### config.mk
export PLATFORM = sky130hd
export DESIGN_NAME = acfl_core
export DESIGN_NICKNAME = d
export VERILOG_FILES = /design/src/core/acfl_pkg.sv /design/src/core/acfl_flag_if.sv /design/src/core/acfl_core.sv /design/src/core/acfl_adder.sv /design/src/core/acfl_multiplier.sv
export SDC_FILE = /design/constraint.sdc
export NUM_CORES = 1
export LEC_CHECK = 0
export ABC_AREA = 1
export BUFFER_PORTS_ARGS = -buffer_cell sky130_fd_sc_hd__buf_2
export CORE_MARGIN = 8
export CORE_UTILIZATION = 56
export DETAILED_ROUTE_END_ITERATION = 8
export PLACE_DENSITY = 0.75
export SYNTH_ARGS = -nofsm -noshare
export SYNTH_HDL_FRONTEND = slang
export SYNTH_SLANG_ARGS = --single-unit
### constraint.sdc
create_clock -name clk_sys -period 6.8 [get_ports clk_sys]
set_input_delay 0.68 -clock clk_sys [delete_from_list [all_inputs] [get_ports clk_sys]]
set_output_delay 0.68 -clock clk_sys [all_outputs]
set_load 0.05 [all_outputs]
### src/core/acfl_pkg.sv
package acfl_pkg;
    // flag bit positions
    localparam int FLG_H = 5;
    localparam int FLG_I = 4;
    localparam int FLG_N = 3;
    localparam int FLG_Z = 2;
    localparam int FLG_V = 1;
    localparam int FLG_C = 0;
    // bits 7:6 fixed high
    localparam logic [7:0] FLAGS_FIXED = 8'hC0;
    localparam logic [5:0] FLAGS_RESET = 6'h10;
    localparam logic [7:0] ACC_RESET = 8'h00;
    localparam logic [3:0] BCD_NINE = 4'h9;
    localparam logic [7:0] BCD_FIX_LO = 8'h06;
    localparam logic [7:0] BCD_FIX_HI = 8'h60;

    typedef enum logic [4:0] {
        OP_NOP              = 5'b00000,
        OP_CLEAR_CARRY      = 5'b00001,
        OP_SET_CARRY        = 5'b00010,
        OP_CLEAR_OVERFLOW   = 5'b00011,
        OP_SET_OVERFLOW     = 5'b00100,
        OP_CLEAR_INT_MASK   = 5'b00101,
        OP_SET_INT_MASK     = 5'b00110,
        OP_ACC_TO_FLAGS     = 5'b00111,
        OP_FLAGS_TO_ACC     = 5'b01000,
        OP_ADD              = 5'b01001,
        OP_ADD_CARRY        = 5'b01010,
        OP_DOUBLE_ADD       = 5'b01011,
        OP_SUBTRACT         = 5'b01100,
        OP_SUBTRACT_BORROW  = 5'b01101,
        OP_DOUBLE_SUBTRACT  = 5'b01110,
        OP_DECIMAL_ADJUST   = 5'b01111,
        OP_MULTIPLY         = 5'b10000,
        OP_AND              = 5'b10001,
        OP_XOR              = 5'b10010,
        OP_OR               = 5'b10011,
        OP_ONES_COMPLEMENT  = 5'b10100,
        OP_BIT_TEST         = 5'b10101,
        OP_COMPARE          = 5'b10110,
        OP_TEST_ZERO        = 5'b10111,
        OP_LOAD             = 5'b11000,
        OP_CLEAR            = 5'b11001
    } acfl_op_e;

    // operand sources
    typedef enum logic [1:0] {
        SRC_MEM = 2'b00,
        SRC_ACC_A = 2'b01,
        SRC_ACC_B = 2'b10
    } acfl_src_e;
endpackage

### src/core/acfl_flag_if.sv
`timescale 1ns/1ps
// flag results from the adder to the core
interface acfl_flag_if;
    logic [15:0] sum;
    logic half_carry;
    logic carry;
    logic overflow;
    modport adder (output sum, half_carry, carry, overflow);
    modport core (input sum, half_carry, carry, overflow);
endinterface

### src/core/acfl_core.sv
`timescale 1ns/1ps
module acfl_core
    import acfl_pkg::*;
(
    input wire logic clk_sys, // core clock
    input wire logic arst_n, // async reset, active low
    input wire logic op_valid, // execute op this cycle
    input wire acfl_pkg::acfl_op_e op_code, // operation
    input wire acfl_pkg::acfl_src_e op_dst, // target accumulator or memory
    input wire acfl_pkg::acfl_src_e op_src, // right operand source
    input wire logic [15:0] mem_data, // memory operand, 16 bits for double ops
    output logic [7:0] accumulator_a, // accumulator a
    output logic [7:0] accumulator_b, // accumulator b
    output logic [7:0] condition_flags, // flag register
    output logic [7:0] mem_wdata, // memory result
    output logic mem_we // memory write strobe
);
    import acfl_pkg::*;

    // ----------------------------------------
    // state
    // ----------------------------------------
    logic [7:0] acc_a_q, acc_a_d;
    logic [7:0] acc_b_q, acc_b_d;
    logic [5:0] flags_q, flags_d;
    logic [7:0] mem_wdata_q, mem_wdata_d;
    logic mem_we_q, mem_we_d;

    logic [7:0] left8, right8, res8;
    logic [15:0] add_a, add_b, product;
    logic add_cin, add_sub, add_wide;
    logic wr_res, nz_upd;
    logic bcd_lo_fix, bcd_hi_fix;

    acfl_flag_if add_res ();

    // ----------------------------------------
    // datapath units
    // ----------------------------------------
    acfl_adder u_adder (
        .opa(add_a),
        .opb(add_b),
        .carry_in(add_cin),
        .subtract(add_sub),
        .wide(add_wide),
        .res(add_res)
    );

    acfl_multiplier u_mult (
        .fac_a(acc_a_q),
        .fac_b(acc_b_q),
        .product(product)
    );

    // operand select
    always_comb begin
        case (op_dst)
            SRC_ACC_B: left8 = acc_b_q;
            SRC_MEM: left8 = mem_data[7:0];
            default: left8 = acc_a_q;
        endcase
        case (op_src)
            SRC_ACC_A: right8 = acc_a_q;
            SRC_ACC_B: right8 = acc_b_q;
            default: right8 = mem_data[7:0];
        endcase
        add_wide = (op_code == OP_DOUBLE_ADD) || (op_code == OP_DOUBLE_SUBTRACT);
        add_sub = (op_code == OP_SUBTRACT) || (op_code == OP_SUBTRACT_BORROW)
                  || (op_code == OP_DOUBLE_SUBTRACT) || (op_code == OP_COMPARE);
        add_cin = ((op_code == OP_ADD_CARRY) || (op_code == OP_SUBTRACT_BORROW)) && flags_q[FLG_C];
        add_a = add_wide ? {acc_a_q, acc_b_q} : {8'h00, left8};
        add_b = add_wide ? mem_data : {8'h00, right8};
        bcd_lo_fix = flags_q[FLG_H] || (acc_a_q[3:0] > BCD_NINE);
        bcd_hi_fix = flags_q[FLG_C] || (acc_a_q[7:4] > BCD_NINE)
                     || ((acc_a_q[7:4] == BCD_NINE) && (acc_a_q[3:0] > BCD_NINE));
    end

    // ----------------------------------------
    // next-state for accumulators and flags
    // ----------------------------------------
    always_comb begin
        acc_a_d = acc_a_q;
        acc_b_d = acc_b_q;
        flags_d = flags_q;
        mem_wdata_d = mem_wdata_q;
        mem_we_d = 1'b0;
        res8 = left8;
        wr_res = 1'b0;
        nz_upd = 1'b0;
        if (op_valid) begin
            case (op_code)
                OP_CLEAR_CARRY: flags_d[FLG_C] = 1'b0;
                OP_SET_CARRY: flags_d[FLG_C] = 1'b1;
                OP_CLEAR_OVERFLOW: flags_d[FLG_V] = 1'b0;
                OP_SET_OVERFLOW: flags_d[FLG_V] = 1'b1;
                OP_CLEAR_INT_MASK: flags_d[FLG_I] = 1'b0;
                OP_SET_INT_MASK: flags_d[FLG_I] = 1'b1;
                OP_ACC_TO_FLAGS: flags_d = acc_a_q[5:0];
                OP_FLAGS_TO_ACC: acc_a_d = FLAGS_FIXED | {2'b00, flags_q};
                OP_ADD, OP_ADD_CARRY: begin
                    res8 = add_res.sum[7:0];
                    wr_res = 1'b1;
                    nz_upd = 1'b1;
                    flags_d[FLG_H] = add_res.half_carry;
                    flags_d[FLG_V] = add_res.overflow;
                    flags_d[FLG_C] = add_res.carry;
                end
                OP_SUBTRACT, OP_SUBTRACT_BORROW, OP_COMPARE: begin
                    res8 = add_res.sum[7:0];
                    wr_res = (op_code != OP_COMPARE);
                    nz_upd = 1'b1;
                    flags_d[FLG_V] = add_res.overflow;
                    flags_d[FLG_C] = add_res.carry;
                end
                OP_DOUBLE_ADD, OP_DOUBLE_SUBTRACT: begin
                    acc_a_d = add_res.sum[15:8];
                    acc_b_d = add_res.sum[7:0];
                    flags_d[FLG_N] = add_res.sum[15];
                    flags_d[FLG_Z] = (add_res.sum == 16'h0000);
                    flags_d[FLG_V] = add_res.overflow;
                    flags_d[FLG_C] = add_res.carry;
                end
                OP_DECIMAL_ADJUST: begin
                    acc_a_d = acc_a_q + (bcd_lo_fix ? BCD_FIX_LO : 8'h00)
                              + (bcd_hi_fix ? BCD_FIX_HI : 8'h00);
                    flags_d[FLG_N] = acc_a_d[7];
                    flags_d[FLG_Z] = (acc_a_d == 8'h00);
                    flags_d[FLG_V] = 1'b0;
                    flags_d[FLG_C] = flags_q[FLG_C] | bcd_hi_fix;
                end
                OP_MULTIPLY: begin
                    acc_a_d = product[15:8];
                    acc_b_d = product[7:0];
                    flags_d[FLG_C] = product[7];
                end
                OP_AND, OP_XOR, OP_OR, OP_BIT_TEST: begin
                    case (op_code)
                        OP_XOR: res8 = left8 ^ right8;
                        OP_OR: res8 = left8 | right8;
                        default: res8 = left8 & right8;
                    endcase
                    wr_res = (op_code != OP_BIT_TEST);
                    nz_upd = 1'b1;
                    flags_d[FLG_V] = 1'b0;
                end
                OP_ONES_COMPLEMENT: begin
                    res8 = ~left8;
                    wr_res = 1'b1;
                    nz_upd = 1'b1;
                    flags_d[FLG_V] = 1'b0;
                    flags_d[FLG_C] = 1'b1;
                end
                OP_TEST_ZERO: begin
                    res8 = left8;
                    nz_upd = 1'b1;
                    flags_d[FLG_V] = 1'b0;
                    flags_d[FLG_C] = 1'b0;
                end
                OP_LOAD: begin
                    res8 = right8;
                    wr_res = 1'b1;
                    nz_upd = 1'b1;
                    flags_d[FLG_V] = 1'b0;
                end
                OP_CLEAR: begin
                    res8 = 8'h00;
                    wr_res = 1'b1;
                    nz_upd = 1'b1;
                    flags_d[FLG_V] = 1'b0;
                    flags_d[FLG_C] = 1'b0;
                end
                default: ;
            endcase
            // common negative/zero update
            if (nz_upd) begin
                flags_d[FLG_N] = res8[7];
                flags_d[FLG_Z] = (res8 == 8'h00);
            end
            // write back only for result-producing ops
            if (wr_res) begin
                case (op_dst)
                    SRC_ACC_B: acc_b_d = res8;
                    SRC_MEM: begin
                        mem_wdata_d = res8;
                        mem_we_d = 1'b1;
                    end
                    default: acc_a_d = res8;
                endcase
            end
        end
    end

    // register stage
    always_ff @(posedge clk_sys or negedge arst_n) begin
        if (!arst_n) begin
            acc_a_q <= ACC_RESET;
            acc_b_q <= ACC_RESET;
            flags_q <= FLAGS_RESET;
            mem_wdata_q <= ACC_RESET;
            mem_we_q <= 1'b0;
        end else begin
            acc_a_q <= acc_a_d;
            acc_b_q <= acc_b_d;
            flags_q <= flags_d;
            mem_wdata_q <= mem_wdata_d;
            mem_we_q <= mem_we_d;
        end
    end

    assign accumulator_a = acc_a_q;
    assign accumulator_b = acc_b_q;
    assign condition_flags = FLAGS_FIXED | {2'b00, flags_q};
    assign mem_wdata = mem_wdata_q;
    assign mem_we = mem_we_q;
endmodule

### src/core/acfl_adder.sv
`timescale 1ns/1ps
// ----------------------------------------
// 8/16-bit add or subtract with flags
// ----------------------------------------
module acfl_adder (
    input wire logic [15:0] opa, // left operand
    input wire logic [15:0] opb, // right operand
    input wire logic carry_in, // carry or borrow in
    input wire logic subtract, // subtract when high
    input wire logic wide, // 16-bit when high
    acfl_flag_if.adder res // result and flags
);
    logic [16:0] full;
    logic [4:0] low_nib;
    logic [15:0] opb_x;
    logic cin_x;

    // subtract as add of inverse, carry flag becomes borrow
    always_comb begin
        opb_x = subtract ? ~opb : opb;
        cin_x = subtract ? ~carry_in : carry_in;
        full = {1'b0, opa} + {1'b0, opb_x} + {16'h0000, cin_x};
        low_nib = {1'b0, opa[3:0]} + {1'b0, opb_x[3:0]} + {4'h0, cin_x};
        res.sum = full[15:0];
        res.half_carry = low_nib[4];
        if (wide) begin
            res.carry = full[16] ^ subtract;
            res.overflow = (opa[15] == opb_x[15]) && (full[15] != opa[15]);
        end else begin
            res.carry = (opa[8] ^ opb_x[8] ^ full[8]) ^ subtract;
            res.overflow = (opa[7] == opb_x[7]) && (full[7] != opa[7]);
        end
    end
endmodule

### src/core/acfl_multiplier.sv
`timescale 1ns/1ps
// ----------------------------------------
// unsigned 8x8 multiply
// ----------------------------------------
module acfl_multiplier (
    input wire logic [7:0] fac_a, // first factor
    input wire logic [7:0] fac_b, // second factor
    output logic [15:0] product // unsigned product
);
    // product of two accumulators
    always_comb begin
        product = 16'(fac_a) * 16'(fac_b);
    end
endmodule

Word-level counts from Yosys, hierarchy flattened
Index checks and enable logic that the tools add are counted.
W data, S select, Z words.

cells by class
  equal/unequal tests = 35
  mux-type cells = 32
  $mul = 1
  order comparisons = 2
  bitwise logic cells = 11
  add/subtract/negate cells = 6
  reduce and logical (&&, ||, !) cells = 39

operators by type and width
  kind                  count
  $pmux W8 S2           4
  $eq A5 B5 Y1 const B  10
  $mux W16              3
  $eq A5 B4 Y1 const B  8
  $mux W8               5
  $pmux W8 S5           1
  $pmux W8 S4           1
  $eq A5 B3 Y1 const B  4
  $add A16 B16 Y17      1
  $add A17 B1 Y17       1
  $logic_not A16 Y1     1
  $logic_not A8 Y1      2
  $mul A8 B8 Y16        1
  $not A16 Y16          1
  $reduce_or A13 Y1     1
  $eq A5 B2 Y1 const B  2
  $ne A5 B5 Y1 const B  2
  $reduce_and A2 Y1     5
  $reduce_or A10 Y1     1
  $reduce_or A5 Y1      2
  $mux W1               9
  $add A8 B3 Y8         1
  $add A8 B7 Y8         1
  $and A8 B8 Y8         1
  other kinds (35)      58

storage, ports and cells
  output and inout bits = 33
  word-level logic and storage cells = 135
  bits of input ports = 28
  bits in registers = 31

Depth between registers and ports, before layout
Gate-level depths: netlist (run 1).

  word-level depth = 11
  gate-level depth with buffers = 28
  gate-level depth less buffers = 26

Hierarchy
Synthesis (run 1) repeated with hierarchy kept, for this count alone.

second synthesis, totals
  cells, all modules = 1249
  area, all modules = 7488.4 um^2

by module, submodules not included
  module           instances  cells an instance  seq. area each (um^2)  area each (um^2)
  acfl_core        1          678                777.0                  3926.3
  acfl_multiplier  1          378                0.0                    2412.3
  acfl_adder       1          193                0.0                    1149.9

Worst setup path after synthesis (run 1)
OpenSTA, ideal clock, no wires.

  path type = flip-flop to flip-flop
  start point = reg acc_a_q[3], in the netlist accumulator_a[3]
  end point = reg acc_a_q[4], in the netlist accumulator_a[4]
  cell stages (with the launch flop) = 21
  arrival = 4549 ps
  path slack = 2128 ps
  clock period less this slack = 4672 ps
  required time = 6677 ps
  setup time = 123 ps
  buffers on the path = 1
  path through = dfrtp_1 > clkbuf_1 > nand2_1 > inv_1 > fa_1 > fa_1 > fa_1 > inv_1 > fa_1 > inv_1 > ha_1 > nand2_1 > o21ai_0 > a21oi_1 > or2_2 > nand2_1 > nand2_1 > nand3_1 > nand3b_1 > o21ai_0 > nand2_1

between the ends
  longest elaborated chain between the ends = 10
  elaborated cells between the ends (all ways) = 19
  those cells by class = add/sub: 4; mul: 1; order compare: 1; mux: 11; bitwise: 1; reduce/logical: 1

ends and longest elaborated chain
  what                    line              source
  from (decl)             acfl_core.sv:23   logic [7:0] acc_a_q, acc_a_d;
  from (signal assigned)  acfl_core.sv:196  acc_a_q <= ACC_RESET;
  from (signal assigned)  acfl_core.sv:202  acc_a_q <= acc_a_d;
  $pmux W8 S2             acfl_core.sv:62   case (op_src)
  $mux W16                acfl_core.sv:72   add_b = add_wide ? mem_data : {8'h00, right8};
  $not A16 Y16            acfl_adder.sv:20  opb_x = subtract ? ~opb : opb;
  $mux W16                acfl_adder.sv:20
  $add A16 B16 Y17        acfl_adder.sv:22  full = {1'b0, opa} + {1'b0, opb_x} + {16'h0000, cin_x};
  $add A17 B1 Y17         acfl_adder.sv:22
  $pmux W8 S5             acfl_core.sv:91   case (op_code)
  $mux W8                 acfl_core.sv:90   if (op_valid) begin
  $mux W8                 acfl_core.sv:181  case (op_dst)
  $mux W8 (*)             acfl_core.sv:180  if (wr_res) begin

Every way passes the cells marked *; elsewhere a longest branch is shown, timed or not. The select of a mux whose other input is x is not followed.
A chain may end at the register's enable or synchronous reset.

Worst setup path in the final report (run 1)
  start point = reg acc_a_q[4], in the netlist accumulator_a[4]
  end point = reg acc_a_q[6], in the netlist accumulator_a[6]

The elaborated chain is that of the path after synthesis.

==> load_flow_metrics.sql, run 1 <==
INSERT INTO impl_metrics (metric_group, metric, value, unit) VALUES
('outcome', 'outcome', 'completed', ''),
('sta', 'layout_worst_path_cycle_share', '72.3', '%'),
('worst_hold_path', 'hold_class', 'input port to asynchronous set/reset pin', ''),
('critical_path', 'required_time_at_the_worst_slack_endpoint', '6.97', 'ns'),
('routing', 'number_of_iterations_in_the_first_detailed_routing_pass', '6', ''),
('power', 'power.density', '330', 'nW/um^2'),
('global_routing', 'track_usage', '29.6', '%'),
('sta', 'report.final.slew_viol_count', '0', ''),
('sta', 'finalWorstPathRequiredPeriod', '4.92', 'ns'),
('yosys', 'ys_ff_latch', '31', ''),
('sta', 'worst_clock_skew', '0.00554', 'ns'),
('job', 'cap_violations', '0', ''),
('yosys', 'synth_area_per_cell', '5.95', 'um^2'),
('placement', 'dp_hpwl', '19.1', 'mm'),
('routing', 'post_drt_wl_per_cell', '17.2', 'um'),
('routing', 'routed_via_density', '5.60', ''),
('global_routing', 'grt_antenna_before_repair', '0', ''),
('floorplan', 'initial_standard_cell_utilization_of_the_core', '57.1', '%'),
('floorplan', 'placeableCoreArea', '12600', 'um^2'),
('layout', 'post_route_cells_drive_above_1_share', '8.48', '%'),
('sta', 'fin_tns_setup', '0', 'ns'),
('power', 'leakage_dissipation', '4.58', 'nW'),
('routing', 'route.final.wire_length', '24.3', 'mm'),
('yosys', 'synth.cells.most_frequent', 'sky130_fd_sc_hd__nand2_1 (365), sky130_fd_sc_hd__inv_1 (234), sky130_fd_sc_hd__nand3_1 (87)', ''),
('power', 'vdd_ir_drop_max', '0.000147', 'V'),
('global_routing', 'number_of_global_route_vias_before_repair', '7433', ''),
('clocking', 'cts_tree', 'yes', ''),
('critical_path', 'cpMaxStageDelayCell', 'sky130_fd_sc_hd__dfrtp_1', ''),
('routing', 'drtAntennaViolNets', '0', ''),
('yosys', 'synth_simple_gate_area_share', '34.2', '%'),
('sta', 'setup_ws', '1.88', 'ns'),
('critical_path', 'crit_arrival', '5.08', 'ns'),
('yosys', 'syn_inst', '1206', ''),
('clocking', 'cts_buffers', '5', ''),
('floorplan', 'rows', '41', ''),
('routing', 'post-route-drc-count', '0', ''),
('sta', 'timing.slew.headroom', '47.6', '%'),
('sta', 'setup_viol', '0', ''),
('layout', 'layout-area-overhead-vs-synth', '7.45', '%'),
('clocking', 'insertion_delay', '0.29', 'ns'),
('sta', 'timing_hold_violations_final', '0', ''),
('routing', 'detail_route.iter0.violations', '753', ''),
('layout', 'layout.nets', '1377', ''),
('clocking', 'number_of_buffers_added_to_fix_hold_violations_after_cts', '0', ''),
('yosys', 'netlist_area', '7170', 'um^2'),
('floorplan', 'pin_count', '61', ''),
('placement', 'gp_routability_congestion', '1.01', ''),
('layout', 'finalCoreUtilization', '61.3', '%'),
('placement', 'pre_cts_slack', '1.99', 'ns'),
('clocking', 'cts_htree_levels', '2', ''),
('critical_path', 'critical-path-top-delay-family', 'adder cells', ''),
('critical_path', 'cp_slowest_stage_delay', '0.80', 'ns'),
('critical_path', 'worstSetupStartpointType', 'flop', ''),
('clocking', 'post_cts_buffers', '0', ''),
('placement', 'detailed_place.area', '7530', 'um^2'),
('floorplan', 'floorplan.die.height', '129', 'um'),
('global_routing', 'grt_first_pass_wirelength', '39.1', 'mm'),
('yosys', 'post-synth-top-count-cell', 'sky130_fd_sc_hd__nand2_1', ''),
('critical_path', 'cp_num_buf_inv', '3', ''),
('clocking', 'total_number_of_clock_tree_sinks', '31', ''),
('yosys', 'synth_top_area_cell', 'sky130_fd_sc_hd__nand2_1', ''),
('yosys', 'yosysSeqAreaShare', '10.8', '%'),
('floorplan', 'floorplan.die.width', '129', 'um'),
('yosys', 'ys_async_sr_fraction', '100', '%'),
('sta', 'tightestPinTransition', '0.786', 'ns'),
('critical_path', 'crit_path_cell_trace', 'nand2_1 -> inv_1 -> fa_1 -> inv_1 -> fa_1 -> fa_1 -> fa_1 -> inv_1 -> ha_1 -> a21oi_1 -> o21ai_0 -> a21oi_1 -> o21ai_0 -> o21ai_0 -> nand3_1 -> o21ai_0 -> nand2_1', ''),
('yosys', 'post-synth-top-area-fraction', '19.1', '%'),
('clocking', 'number_of_gates_resized_after_cts', '0', ''),
('layout', 'antenna-diode-count', '0', ''),
('clocking', 'cts.reportedPaths.clkPinSlew', '0.06', 'ns'),
('yosys', 'synth_top_family_by_area', 'simple AND/OR/NAND/NOR gates', '');
power by group:
part / switching (mW) / internal (mW)
Sequential: 0.159 / 0.239
Combinational: 1.25 / 0.612
Clock: 0.0934 / 0.182
Total: 1.51 / 1.03
metrics by stage:
stage | hold slack (ns) | instances
after floorplan | 0.384 | 1207
after global placement | 0.471 | 1402
after detailed placement | 0.472 | 1402
after CTS | 0.483 | 1410
after global routing | 0.515 | 1410
final | 0.472 | 1410
path summary, 6_finish.rpt:
check                                  from                to  slack [ns]  depth (start not counted)
setup / recovery           accumulator_a[4]  accumulator_a[6]        1.88                         17
hold / removal                       arst_n      mem_wdata[2]        0.47                          1
setup reg to reg           accumulator_a[4]  accumulator_a[6]        1.88                         17
hold reg to reg                mem_wdata[1]      mem_wdata[1]        0.48                          2
max in group asynchronous            arst_n  accumulator_b[4]        5.82                          1
min in group clk_sys           mem_wdata[1]      mem_wdata[1]        0.48                          2
logic make-up (layout without fill, tap and decap cells):
| group | after synthesis | after routing |
|---|---|---|
| xor gates and xnor gates | 28 | 28 |
| DFF | 31 | 31 |
| other | 1 | 2 |
| buffers and inverters | 284 | 315 |
| AOI/OAI and AO/OA | 165 | 165 |
| and+or+nand+nor | 585 | 585 |
| adders and majority gates | 112 | 112 |
flip-flops by register name, indices dropped and copies added, names as in the netlist:
name           flops
mem_we             1
mem_wdata          8
accumulator_a      8
flags_q            6
accumulator_b      8
cells in the final DEF, fill, tap and decap left out, types with 12 or more instances in the layout:
cell type,instances
sky130_fd_sc_hd__nand2_1,364
sky130_fd_sc_hd__inv_1,234
sky130_fd_sc_hd__nand3_1,87
sky130_fd_sc_hd__nor2_1,79
sky130_fd_sc_hd__o21ai_0,73
sky130_fd_sc_hd__ha_1,73
sky130_fd_sc_hd__buf_2,58
sky130_fd_sc_hd__a21oi_1,48
sky130_fd_sc_hd__fa_1,39
sky130_fd_sc_hd__dfrtp_1,30
sky130_fd_sc_hd__xor2_1,15
sky130_fd_sc_hd__xnor2_1,13
sky130_fd_sc_hd__nand4_1,12
layer usage:
layer	up-vias	GRT usage [%]	wire, um
met5	-	0	0
met4	0	9.12	745
met3	56	4.44	2260
met2	421	48.7	11100
met1	3590	39.1	10100
li1	3822	-	-
final cells by class:
class                      count  area, um^2  area share (%)
inverter                     247         927            12.0
sequential                    31         777            10.1
clock inverter                 2        35.0           0.455
timing repair buffer          60         305            3.96
clock buffer                   6         139            1.80
tap                          172         215            2.79
multi-input combinational    892        5310            68.9
Note: power is estimated with default switching activity, not from simulation.
==> inputs of run 2 (changes only) <==
==> constraint.sdc (replaced) <==
create_clock -name clk_sys -period 4.6 [get_ports clk_sys]
set_input_delay 0.46 -clock clk_sys [delete_from_list [all_inputs] [get_ports clk_sys]]
set_output_delay 0.46 -clock clk_sys [all_outputs]
set_load 0.05 [all_outputs]
==> load_flow_metrics.sql, run 2 (same netlist as run 1, synthesis figures left out) <==
INSERT INTO impl_metrics (metric_group, metric, value, unit) VALUES
('layout', 'fillers', '1246', ''),
('critical_path', 'critPathKind', 'flop to flop', ''),
('layout', 'fin_area', '8020', 'um^2'),
('clocking', 'cts_root_buf', 'sky130_fd_sc_hd__clkbuf_16', ''),
('critical_path', 'crit_path_end_kind', 'flop', ''),
('critical_path', 'worstPathMaxFanout', '6', ''),
('layout', 'layout.cells.most_common', 'sky130_fd_sc_hd__nand2_1', ''),
('clocking', 'clock_tree.buffer_depth', '2', ''),
('outcome', 'outcome', 'completed', ''),
('critical_path', 'crit_path_cell_trace', 'nand2_1 -> inv_1 -> fa_1 -> inv_1 -> fa_1 -> fa_1 -> fa_1 -> inv_1 -> ha_4 -> nand2_1 -> nor2_1 -> a21oi_2 -> or2_2 -> nand2_1 -> nand2_1 -> nand3_1 -> nand3b_1 -> o21ai_0 -> nand2_1', ''),
('routing', 'detail_route.iter0.violations', '644', ''),
('clocking', 'cts_tree', 'yes', ''),
('layout', 'antenna-diode-count', '0', ''),
('critical_path', 'worstSetupStartpointType', 'flop', ''),
('sta', 'worst_clock_skew', '0.00452', 'ns'),
('sta', 'timing.fmax', '0.223', 'GHz'),
('layout', 'post_route_cells_drive_above_1_share', '12.2', '%'),
('placement', 'gp_routability_congestion', '1.04', ''),
('layout', 'layout-area-overhead-vs-synth', '11.8', '%'),
('routing', 'route.final.wire_length', '24.9', 'mm'),
('critical_path', 'required_time_at_the_worst_slack_endpoint', '4.76', 'ns'),
('routing', 'drtAntennaViolNets', '0', ''),
('critical_path', 'crit_arrival', '4.65', 'ns'),
('critical_path', 'reg2regPathDepth', '19', ''),
('routing', 'number_of_iterations_in_the_first_detailed_routing_pass', '7', ''),
('floorplan', 'die_area', '16700', 'um^2'),
('placement', 'dp_hpwl', '20.0', 'mm'),
('sta', 'setup_ws', '0.111', 'ns'),
('critical_path', 'regToRegSetupSlack', '0.11', 'ns'),
('sta', 'timing_hold_violations_final', '0', ''),
('power', 'leakage_dissipation', '4.72', 'nW'),
('global_routing', 'number_of_global_route_vias_before_repair', '7647', ''),
('job', 'cap_violations', '0', ''),
('power', 'total_power', '4.03', 'mW'),
('clocking', 'insertion_delay', '0.29', 'ns'),
('critical_path', 'cp_slowest_stage_delay', '0.56', 'ns'),
('clocking', 'total_number_of_clock_tree_sinks', '31', ''),
('global_routing', 'grt_antenna_before_repair', '0', ''),
('routing', 'post_drt_wl_per_cell', '17.3', 'um'),
('critical_path', 'timing.rr.end', 'accumulator_a[4]', ''),
('critical_path', 'critical_path.most_common_cell', 'sky130_fd_sc_hd__nand2_1', ''),
('routing', 'post-route-drc-count', '0', ''),
('floorplan', 'rows', '41', ''),
('global_routing', 'maximum_number_of_pins_on_one_net_before_global_route_repair', '33', ''),
('layout', 'layoutNonFillerInstCount', '1441', ''),
('clocking', 'cts_buffers', '5', ''),
('global_routing', 'track_usage', '29.7', '%'),
('placement', 'pre_cts_slack', '-0.0542', 'ns'),
('sta', 'report.final.slew_viol_count', '0', ''),
('floorplan', 'pin_count', '61', ''),
('global_routing', 'grt_remaining_overflow', '0', ''),
('placement', 'detailed_place.area', '7720', 'um^2'),
('routing', 'vias', '8019', ''),
('clocking', 'cts_htree_levels', '2', ''),
('floorplan', 'floorplan.die.width', '129', 'um'),
('layout', 'layout.nets', '1408', ''),
('sta', 'layout_worst_path_cycle_share', '97.6', '%'),
('floorplan', 'floorplan.die.height', '129', 'um'),
('placement', 'placedCellCount', '1426', ''),
('worst_hold_path', 'hold_class', 'input port to asynchronous set/reset pin', ''),
('clocking', 'cts.reportedPaths.clkPinSlew', '0.05', 'ns'),
('power', 'power.density', '503', 'nW/um^2'),
('sta', 'finalWorstPathRequiredPeriod', '4.49', 'ns'),
('floorplan', 'placeableCoreArea', '12600', 'um^2'),
('global_routing', 'grt_first_pass_wirelength', '39.0', 'mm'),
('routing', 'routed_via_density', '5.56', ''),
('sta', 'timing.slew.headroom', '48.0', '%'),
('layout', 'most-common-layout-cells', 'sky130_fd_sc_hd__nand2_1 (363), sky130_fd_sc_hd__inv_1 (234), sky130_fd_sc_hd__nand3_1 (86), sky130_fd_sc_hd__nor2_1 (79), sky130_fd_sc_hd__ha_1 (70)', ''),
('power', 'vdd_ir_drop_max', '0.000228', 'V'),
('placement', 'buffer_ports.inserted', '58', ''),
('sta', 'setup_viol', '0', ''),
('floorplan', 'initial_standard_cell_utilization_of_the_core', '57.1', '%'),
('critical_path', 'worst_r2r_startpoint', 'accumulator_a[3]', ''),
('clocking', 'number_of_buffers_added_to_fix_hold_violations_after_cts', '0', ''),
('sta', 'tightestPinTransition', '0.780', 'ns'),
('critical_path', 'cpMaxStageDelayCell', 'sky130_fd_sc_hd__fa_1', ''),
('sta', 'fin_tns_setup', '0', 'ns');
[run 2: critical path: cells and delay by family (launching register included)]
family	cells	cell delay [ns]
AND/OR/NAND/NOR	9	1.00
adder cells (fa/ha/maj)	5	2.37
AO/OA/AOI/OAI	2	0.32
flip-flops	1	0.46
buffers and inverters	3	0.19
[run 2: worst max path at each step]
stage                           from               end  slack (ns)  cells after the start
floorplan           accumulator_a[5]  accumulator_a[4]        0.02                     20
global route        accumulator_a[3]  accumulator_a[4]       -0.04                     19
global placement    accumulator_a[3]  accumulator_a[4]        0.15                     18
finish              accumulator_a[3]  accumulator_a[4]        0.11                     19
detailed placement  accumulator_a[3]  accumulator_a[4]       -0.05                     18
CTS                 accumulator_a[3]  accumulator_a[4]       0.008                     19
[run 2: through the flow]
step | utilization, % | hold slack, ns
after floorplan | - | 0.164
after global routing | 63.8 | 0.314
after detailed placement | 61.4 | 0.460
final | 63.8 | 0.257
after CTS | 62.7 | 0.278
after global placement | 61.4 | 0.453
[run 2: area by class of cell]
cell class                      instances  area (um^2)  area share [%]
Clock buffer                            7          153            1.90
Tap cell                              172          215            2.68
Inverter                              247          927            11.6
Clock inverter                          1         7.51          0.0936
Sequential cell                        31          792            9.88
Multi-Input combinational cell        892         5360            66.8
Timing Repair Buffer                   91          563            7.02
[run 2: timing repair]
action                     4_1_cts  5_1_grt
setup buffers                    0        7
pin swaps                        0        2
resized for setup                1       15
hold endpoints to repair         0        0
setup endpoints to repair        2        9
[run 2: where the power goes]
part           internal [mW]  switching (mW)
Sequential             0.363           0.125
Clock                  0.230           0.136
Combinational           1.11            2.07
Total                   1.70            2.33
[run 2: layer usage]
metal	global-route usage, %	vias up	share of wire [%]
met5	0	-	0
met4	11.7	0	4.1
met3	3.29	80	8.9
met2	49.7	402	47
met1	38.2	3659	40
li1	-	3878	-
